`src/inc/satc_pkg.sv`:
```
// Constants for the serial attenuator control block.
// Assumes one system clock; serial pins are asynchronous to it.
package satc_pkg;
  localparam int          SATC_WORD_BITS  = 16;
  localparam int          SATC_FIELD_BITS = 8;
  localparam int          SATC_CHANNELS   = 2;
  localparam logic [7:0]  SATC_ADDR_CH_A  = 8'h00;
  localparam logic [7:0]  SATC_ADDR_CH_B  = 8'h01;
  localparam logic [7:0]  SATC_MUTE_MIN   = 8'h7F;
  localparam logic [7:0]  SATC_FINE_MAX   = 8'h5F;
  localparam logic [7:0]  SATC_COARSE_MIN = 8'h60;
  localparam logic [7:0]  SATC_RESET_CODE = 8'h7F;
  localparam logic [15:0] SATC_SHIFT_RST  = 16'h0000;
  // Attenuation in half-dB units: fine range tops at 95, coarse adds 2 per count
  localparam logic [7:0]  SATC_COARSE_BASE_HDB = 8'h60;
  localparam logic [7:0]  SATC_MUTE_HDB        = 8'hC8;
endpackage

```
`src/verilog/satc_core.sv`:
```
// Serial control front end of a two-channel stepped attenuator.
// Assumes the serial clock, load line and data arrive asynchronously and are far
// slower than clk (serial clock at most a few MHz against 50 MHz).
`timescale 1ns/1ps

module satc_core
  import satc_pkg::*;
#(
  parameter int WORD_BITS = SATC_WORD_BITS,  // Shift register length in bits
  parameter int CHANNELS  = SATC_CHANNELS    // Number of attenuation channels
)
(
  input  wire logic       clk,             // 50 MHz system clock
  input  wire logic       rst,             // Synchronous reset, active high
  input  wire logic       serial_clk,      // Serial clock pin
  input  wire logic       load_shift_n,    // Shift enable low, latch on rising edge
  input  wire logic       serial_din,      // Serial data in
  output logic            serial_dout,     // Serial data out to next device
  output logic [7:0]      channel_a_code,  // Channel A attenuation code
  output logic [7:0]      channel_b_code,  // Channel B attenuation code
  output logic            channel_a_mute,  // Channel A muted
  output logic            channel_b_mute,  // Channel B muted
  output logic [7:0]      channel_a_hdb,   // Channel A attenuation, half-dB units
  output logic [7:0]      channel_b_hdb,   // Channel B attenuation, half-dB units
  output logic            word_strobe      // One-cycle pulse when a word is decoded
);

  typedef logic [SATC_FIELD_BITS-1:0] satc_code_t;

  // The fixed ports carry two channels and a word of one address and one code byte
  if (WORD_BITS != 2 * SATC_FIELD_BITS) begin : g_bad_word
    $error("satc_core: WORD_BITS must be twice the field width");
  end
  if (CHANNELS != SATC_CHANNELS) begin : g_bad_chan
    $error("satc_core: CHANNELS must match the two channel ports");
  end

  // Mute covers the whole top of the code range
  function automatic logic satc_is_mute(input satc_code_t code);
    return code >= SATC_MUTE_MIN;
  endfunction

  // Attenuation in half-dB steps for a code; mute maps to a fixed marker
  function automatic satc_code_t satc_hdb(input satc_code_t code);
    satc_code_t steps;
    satc_code_t result;
    steps = 8'(code - SATC_COARSE_MIN);
    if (satc_is_mute(code)) begin
      result = SATC_MUTE_HDB;
    end else if (code <= SATC_FINE_MAX) begin
      result = code;
    end else begin
      result = 8'(SATC_COARSE_BASE_HDB + {steps[6:0], 1'b0});
    end
    return result;
  endfunction

  // Whole-byte compare, so an address such as 0x80 never aliases channel A
  function automatic logic satc_addr_hit(input satc_code_t addr, input int ch);
    return addr == 8'(ch);
  endfunction

  logic [2:0]              sclk_sync_r;
  logic [2:0]              load_sync_r;
  logic [1:0]              din_sync_r;
  logic [WORD_BITS-1:0]    shift_r;
  logic [WORD_BITS-1:0]    word_r;
  logic                    decode_r;
  satc_code_t              code_r [CHANNELS];
  logic                    mute_r [CHANNELS];
  satc_code_t              hdb_r  [CHANNELS];
  logic                    strobe_r;
  logic                    sclk_rise;
  logic                    load_rise;
  logic                    load_low;
  logic                    din_bit;
  logic                    shift_en;
  satc_code_t              word_addr;
  satc_code_t              word_code;

  // Two-stage synchronisers; the third stage only feeds edge detection
  always_ff @(posedge clk) begin
    if (rst) begin
      sclk_sync_r <= 3'h0;
    end else begin
      sclk_sync_r <= {sclk_sync_r[1:0], serial_clk};
    end
  end

  // Reset to the idle high level, so no false latch edge follows reset
  always_ff @(posedge clk) begin
    if (rst) begin
      load_sync_r <= 3'h7;
    end else begin
      load_sync_r <= {load_sync_r[1:0], load_shift_n};
    end
  end

  always_ff @(posedge clk) begin
    if (rst) begin
      din_sync_r <= 2'h0;
    end else begin
      din_sync_r <= {din_sync_r[0], serial_din};
    end
  end

  assign sclk_rise = sclk_sync_r[1] & ~sclk_sync_r[2];
  assign load_rise = load_sync_r[1] & ~load_sync_r[2];
  assign load_low  = ~load_sync_r[1];
  assign din_bit   = din_sync_r[1];
  assign shift_en  = sclk_rise & load_low;

  // Shift register, MSB first; serial clock edges with the load line high are ignored
  always_ff @(posedge clk) begin
    if (rst) begin
      shift_r <= SATC_SHIFT_RST;
    end else if (shift_en) begin
      shift_r <= {shift_r[WORD_BITS-2:0], din_bit};
    end
  end

  assign serial_dout = shift_r[WORD_BITS-1];

  // Copy of the word taken at the rising load edge; decoding works on the copy,
  // so a new frame that starts at once cannot disturb it
  always_ff @(posedge clk) begin
    if (rst) begin
      word_r <= SATC_SHIFT_RST;
    end else if (load_rise) begin
      word_r <= shift_r;
    end
  end

  always_ff @(posedge clk) begin
    if (rst) begin
      decode_r <= 1'b0;
    end else begin
      decode_r <= load_rise;
    end
  end

  assign word_addr = word_r[WORD_BITS-1 -: SATC_FIELD_BITS];
  assign word_code = word_r[SATC_FIELD_BITS-1:0];

  generate
    for (genvar ch = 0; ch < CHANNELS; ch++) begin : g_chan
      logic hit;

      assign hit = decode_r && satc_addr_hit(word_addr, ch);

      // Raw code is kept as sent, mute codes included
      always_ff @(posedge clk) begin
        if (rst) begin
          code_r[ch] <= SATC_RESET_CODE;
        end else if (hit) begin
          code_r[ch] <= word_code;
        end
      end

      // Mute flag, set by reset and by any high code
      always_ff @(posedge clk) begin
        if (rst) begin
          mute_r[ch] <= 1'b1;
        end else if (hit) begin
          mute_r[ch] <= satc_is_mute(word_code);
        end
      end

      // Attenuation in half-dB units, updated with the code in the same cycle
      always_ff @(posedge clk) begin
        if (rst) begin
          hdb_r[ch] <= SATC_MUTE_HDB;
        end else if (hit) begin
          hdb_r[ch] <= satc_hdb(word_code);
        end
      end
    end
  endgenerate

  // One pulse per latched word, whether or not its address matched
  always_ff @(posedge clk) begin
    if (rst) begin
      strobe_r <= 1'b0;
    end else begin
      strobe_r <= decode_r;
    end
  end

  assign word_strobe    = strobe_r;
  assign channel_a_code = code_r[0];
  assign channel_b_code = code_r[1];
  assign channel_a_mute = mute_r[0];
  assign channel_b_mute = mute_r[1];
  assign channel_a_hdb  = hdb_r[0];
  assign channel_b_hdb  = hdb_r[1];

endmodule

```
`config.mk`:
```
export PLATFORM = sky130hd
export DESIGN_NAME = satc_core
export DESIGN_NICKNAME = d
export VERILOG_FILES = /design/src/inc/satc_pkg.sv /design/src/verilog/satc_core.sv
export SDC_FILE = /design/constraint.sdc
export NUM_CORES = 1
export LEC_CHECK = 0
export ABC_AREA = 1
export BUFFER_PORTS_ARGS = -buffer_cell sky130_fd_sc_hd__buf_2
export CORE_ASPECT_RATIO = 1.75
export CORE_MARGIN = 2
export CORE_UTILIZATION = 25
export DETAILED_ROUTE_END_ITERATION = 12
export GPL_ROUTABILITY_DRIVEN = 0
export PLACE_DENSITY = 0.45
export RECOVER_POWER = 50
export REMOVE_ABC_BUFFERS = 1
export SLEW_MARGIN = 20
export SYNTH_ARGS = -nofsm -noshare
export SYNTH_HDL_FRONTEND = slang
export SYNTH_SLANG_ARGS = --single-unit
export TNS_END_PERCENT = 50
```
`constraint.sdc`:
```
create_clock -name clk -period 2.5 [get_ports clk]
set_input_delay 0.125 -clock clk [delete_from_list [all_inputs] [get_ports clk]]
set_output_delay 0.125 -clock clk [all_outputs]
set_load 0.02 [all_outputs]
```
== After elaboration in Yosys (flattened, before gate mapping) ==
Memory sizes are Yosys's and may differ from the RTL's.
Cells that the tools add are included.

* Add/sub/neg operators: 2
* $lt $le $gt $ge: 2
* Eq/ne operators: 1
* Muxes and demuxes: 20
* Bitwise logic cells: 12
* Reduce and logical (&&, ||, !) cells: 3

{| class="wikitable"
|+ Operators by type and width
! kind !! count
|-
| 8-bit two-way mux || 10
|-
| 1-bit two-way mux || 10
|-
| 7-bit by 8-bit adder with 8-bit output (first input constant) || 1
|-
| 8-bit by 1-bit equality test with 1-bit output (second input constant) || 1
|-
| 8-bit by 7-bit greater-or-equal comparator with 1-bit output (second input constant) || 1
|-
| 8-bit by 7-bit <= comparator with 1-bit output (second input constant) || 1
|-
| 8-bit zero test || 1
|-
| 7-bit subtractor (second input constant) || 1
|-
| 1-bit OR || 6
|-
| 1-bit bitwise AND || 3
|-
| 1-bit NOT || 3
|-
| 1-bit logical AND || 2
|}

* Register bits after elaboration: 42
* Bits in writable memories: 34
* Bits of input ports: 5
* Output and inout bits: 36
* Memories kept: 3

{| class="wikitable"
|+ Memories
! memory !! depth !! width !! rd ports !! clocked after Yosys merged registers in !! wr ports !! line !! source
|-
| code_r || 2 || 8 || 2 || 0 || 2 || satc_core.sv:69 || <nowiki>satc_code_t code_r [CHANNELS];</nowiki>
|-
| hdb_r || 2 || 8 || 2 || 0 || 2 || satc_core.sv:71 || <nowiki>satc_code_t hdb_r [CHANNELS];</nowiki>
|-
| mute_r || 2 || 1 || 2 || 0 || 2 || satc_core.sv:70 || <nowiki>logic mute_r [CHANNELS];</nowiki>
|}

== Depth between registers and ports, before layout ==
* Depth after elaboration: 7
* Gate-level depth with buffers: 10
* Depth with buffers taken out: 10

== Least setup slack after synthesis ==
OpenSTA, ideal clock, no wires.

* Path type: register to register
* Start: register word_r[9]
* End: memory code_r[1][0] (netlist bit) (enable)
* Library setup time: 373 ps
* Data arrival time: 1,074 ps
* Data required time: 2,127 ps
* Setup slack: 1,053 ps
* Cell stages (with the launch flop): 4
* Path buffers: 0
* Path through: dfxtp_1 -> nor3_4 -> nand3_1 -> nand2_1

{| class="wikitable"
|+ RTL lines
! item !! line !! source
|-
| start: declaration || satc_core.sv:67 || <nowiki>logic [WORD_BITS-1:0] word_r;</nowiki>
|-
| start signal: assignment || satc_core.sv:130 || <nowiki>word_r <= shift_r;</nowiki>
|-
| end: declaration || satc_core.sv:69 ||
|}

==> results summary <==
The run finished, with violations left. The final reports fail on DRC. At the worst endpoint, the required time is 2.49 ns. The total negative slack for setup checks is 0 ns. The count of final setup violators is 0. The source-to-sink clock delay at the later pin of the worst-skew pair is 0.34 ns. The max-cap violation count is 0. The distinct cell type count of the synthesized netlist is 23.

The global-route total usage across every layer came out at 10.6%. After legalization and detailed placement, the total HPWL measured 4680 um. The overall die height is 147 um.

The layout has 1230 filler cells. The share of total power in the clock network is 46.2%. The aggregate routed wire length came out at 6200 um. The final net count came out at 356. The synthesized instance count came out at 299. Hold is met by 0.405 ns. Combinational cells account for 4.4% of the total power.

The initial cell density of the core came out at 25.4%. The internal cell power is 2.05 mW. In the final routed layout, each cell accounts on average for 12.7 um. After clock tree synthesis, the flow added hold-fix buffers numbering 3.

The floorplan die width came out at 85.8 um. The critical path in this run is classified as input pin to flop. The power per cell area came out at 765 nW/um^2. The worst-case vdd ir drop is 0.379 mV. The overall overflow remaining after global route came out at 0. The clock transition at the registers of the reported paths is 0.06 ns. The sequential power share is 49.3%.

The clock passes through at most 2 buffers. Summed over all nets, the switching power comes to 646 uW. The count of endpoints failing hold in the final timing report is 0.

The count of state elements after synthesis came out at 76. The max-slew violation count came out at 0. TritonCTS created 9 clock buffers. The mapped netlist covers 2920 sq um.

The number of buffers inserted by port buffering is 40. In this run the worst path has a maximum fanout of 24. Cells fill 30.6% of the core in the end.

The final setup skew came out at 0.0102 ns. The initial antenna violation count came to 0. In this run the core area contains 52 standard-cell rows. In this run, post-CTS repair resized a total of 0 instances. After detailed routing, the number of remaining DRC violations is 2. In this run, the number of DRC markers left after iteration 0 of detailed routing was 86.

The global-route wire length before repair is 10100 um. The count of antenna diodes in the layout is 0. For this run, the register share of the synthesized area comes to 63.3%. CTS placed an instance of sky130_fd_sc_hd__clkbuf_16 at the clock tree root. STA classifies the critical path startpoint as an input pin. The worst hold path belongs to the class flop to flop. The synthesized area divided by synthesized cell count came out at 9.78 sq um. The clock drives 76 sinks. The die outline area came out at 12600 sq um. The H-tree level count is 3. The layout overhead on the synthesized area is 20.4%.

The worst setup path is captured at a flop. In this run the tightest slew margin relative to its limit is 32.5%. The leakage power total is 1.20 nW. The CTS tree is done.

Setup repair after global routing left no endpoint under its margin. The ratio of final minimum period to clock period came out at 73.3%. For this design the top-level I/O count stands at 41. The total power after layout came out at 2.69 mW. The share of layout cells above drive strength 1 is 10.5%. The number of vias in the routed layout came out at 2078. The Yosys step of the flow raised 0 warnings. The worst endpoint data arrival time is 1.82 ns.

The achievable frequency came out at 545 MHz. Dividing the detail-routed via count by the number of cells gives 4.26. The fraction of power spent switching nets is 24.0%. For the pin with the worst max-slew slack, the measured transition is 1.01 ns. The first-pass detailed-route iteration total came out at 10. The count of antenna-violating nets left after detailed routing came out at 0.

The post-CTS repair timing setup buffer count came out at 0. The core area came out at 11500 sq um. The via count of the first global-routing pass came out at 2128.

The maximum number of pins on one net before global-route repair is 25. Counting I/O delays and the setup requirement, the final critical path takes 1.83 ns.
==> state kept, by name, indices dropped and copies added (netlist names) <==
signal	flops
code_r	16
hdb_r	16
shift_r	16
word_r	16
load_sync_r	3
sclk_sync_r	3
din_sync_r	2
mute_r	2
decode_r	1
word_strobe	1
==> final cells by class <==
class | instances | area (sq um) | share of cell area [%]
Clock inverter | 7 | 63.8 | 1.81
Inverter | 33 | 124 | 3.52
Clock buffer | 9 | 225 | 6.40
Multi-Input combinational cell | 180 | 871 | 24.7
Timing Repair Buffer | 48 | 215 | 6.11
Tap cell | 135 | 169 | 4.80
Sequential cell | 76 | 1850 | 52.6
==> critical path, stage by stage <==
cell and delay (ns):
sky130_fd_sc_hd__clkbuf_1 0.73, sky130_fd_sc_hd__inv_1 0.42, sky130_fd_sc_hd__nand2_1 0.16, sky130_fd_sc_hd__clkbuf_2 0.38
==> path summary, 6_finish.rpt <==
kind,from,to,slack [ns],depth (start not counted)
min reg2reg,sclk_sync_r[0],sclk_sync_r[1],0.41,2
min,sclk_sync_r[0],sclk_sync_r[1],0.41,2
max reg2reg,load_sync_r[1],word_r[13],0.74,5
max,rst,code_r[0][7],0.67,4
==> layer usage <==
metal | global-route usage (%) | part of all wire (%)
met5 | 0 | 0
met4 | 6.98 | 4.6
met3 | 3.43 | 4.2
met2 | 19.6 | 55
met1 | 9.47 | 36
==> stage by stage <==
stage / std cells / setup slack [ns] / cell area (sq um)
2_1_floorplan: 289 / 0.922 / 2880
3_3_place_gp: 469 / 0.922 / 3280
3_5_place_dp: 469 / 0.889 / 3280
4_1_cts: 488 / 0.872 / 3600
5_1_grt: 488 / 0.373 / 3520
6_report: 488 / 0.667 / 3520
==> layout by cell type (no fill, tap or decap), drive strengths merged <==
master and instances:
nor2 36, o21ai 22, inv 38, dlygate4sd3 3, buf 6, nand3 24
or2 2, xor2 1, ha 3, a21oi 32, dfxtp 43, clkbuf 48
nor3 1, edfxtp 33, clkinv 2, nand2 59
==> Yosys cell counts <==
library cell               count  area share (%)
sky130_fd_sc_hd__nand2_4       1            0.39
sky130_fd_sc_hd__a21oi_4       1            0.56
sky130_fd_sc_hd__buf_2         7             1.2
sky130_fd_sc_hd__nor3_4        1            0.56
sky130_fd_sc_hd__clkbuf_2      1            0.17
sky130_fd_sc_hd__nand3_2       2            0.68
sky130_fd_sc_hd__ha_1          3             1.3
sky130_fd_sc_hd__or2_2         2            0.43
sky130_fd_sc_hd__o21ai_0      20             3.4
sky130_fd_sc_hd__nand3_1      22             3.8
sky130_fd_sc_hd__edfxtp_1     33              34
sky130_fd_sc_hd__inv_1        31             4.0
sky130_fd_sc_hd__inv_2         2            0.26
sky130_fd_sc_hd__a21oi_1      31             5.3
sky130_fd_sc_hd__nand2_2       2            0.43
sky130_fd_sc_hd__clkbuf_1      2            0.26
sky130_fd_sc_hd__xor2_1        1            0.30
sky130_fd_sc_hd__nand2_1      56             7.2
sky130_fd_sc_hd__dfxtp_1      43              29
sky130_fd_sc_hd__nor2_1       28             3.6
sky130_fd_sc_hd__o21ai_1       2            0.34
sky130_fd_sc_hd__nor2_2        3            0.64
sky130_fd_sc_hd__nor2_4        5             1.9
==> power by group through the flow <==
stage	Combinational (mW)	Clock (mW)	Sequential [mW]
final	0.119	1.24	1.33
after global routing	0.134	1.33	1.33
after CTS	0.128	1.28	1.33
after detailed placement	0.124	0	1.36
after global placement	0.122	0	1.36
after floorplan	0.0672	0	1.36
==> cell families after synthesis <==
kind of cell    share of synthesized area [%]
fa+ha+maj                                1.28
simple gates                             19.6
buf+inv                                  5.86
flops                                    63.3
compound gates                           9.63
xor+xnor                                0.300
(Power assumes the default switching activity.)
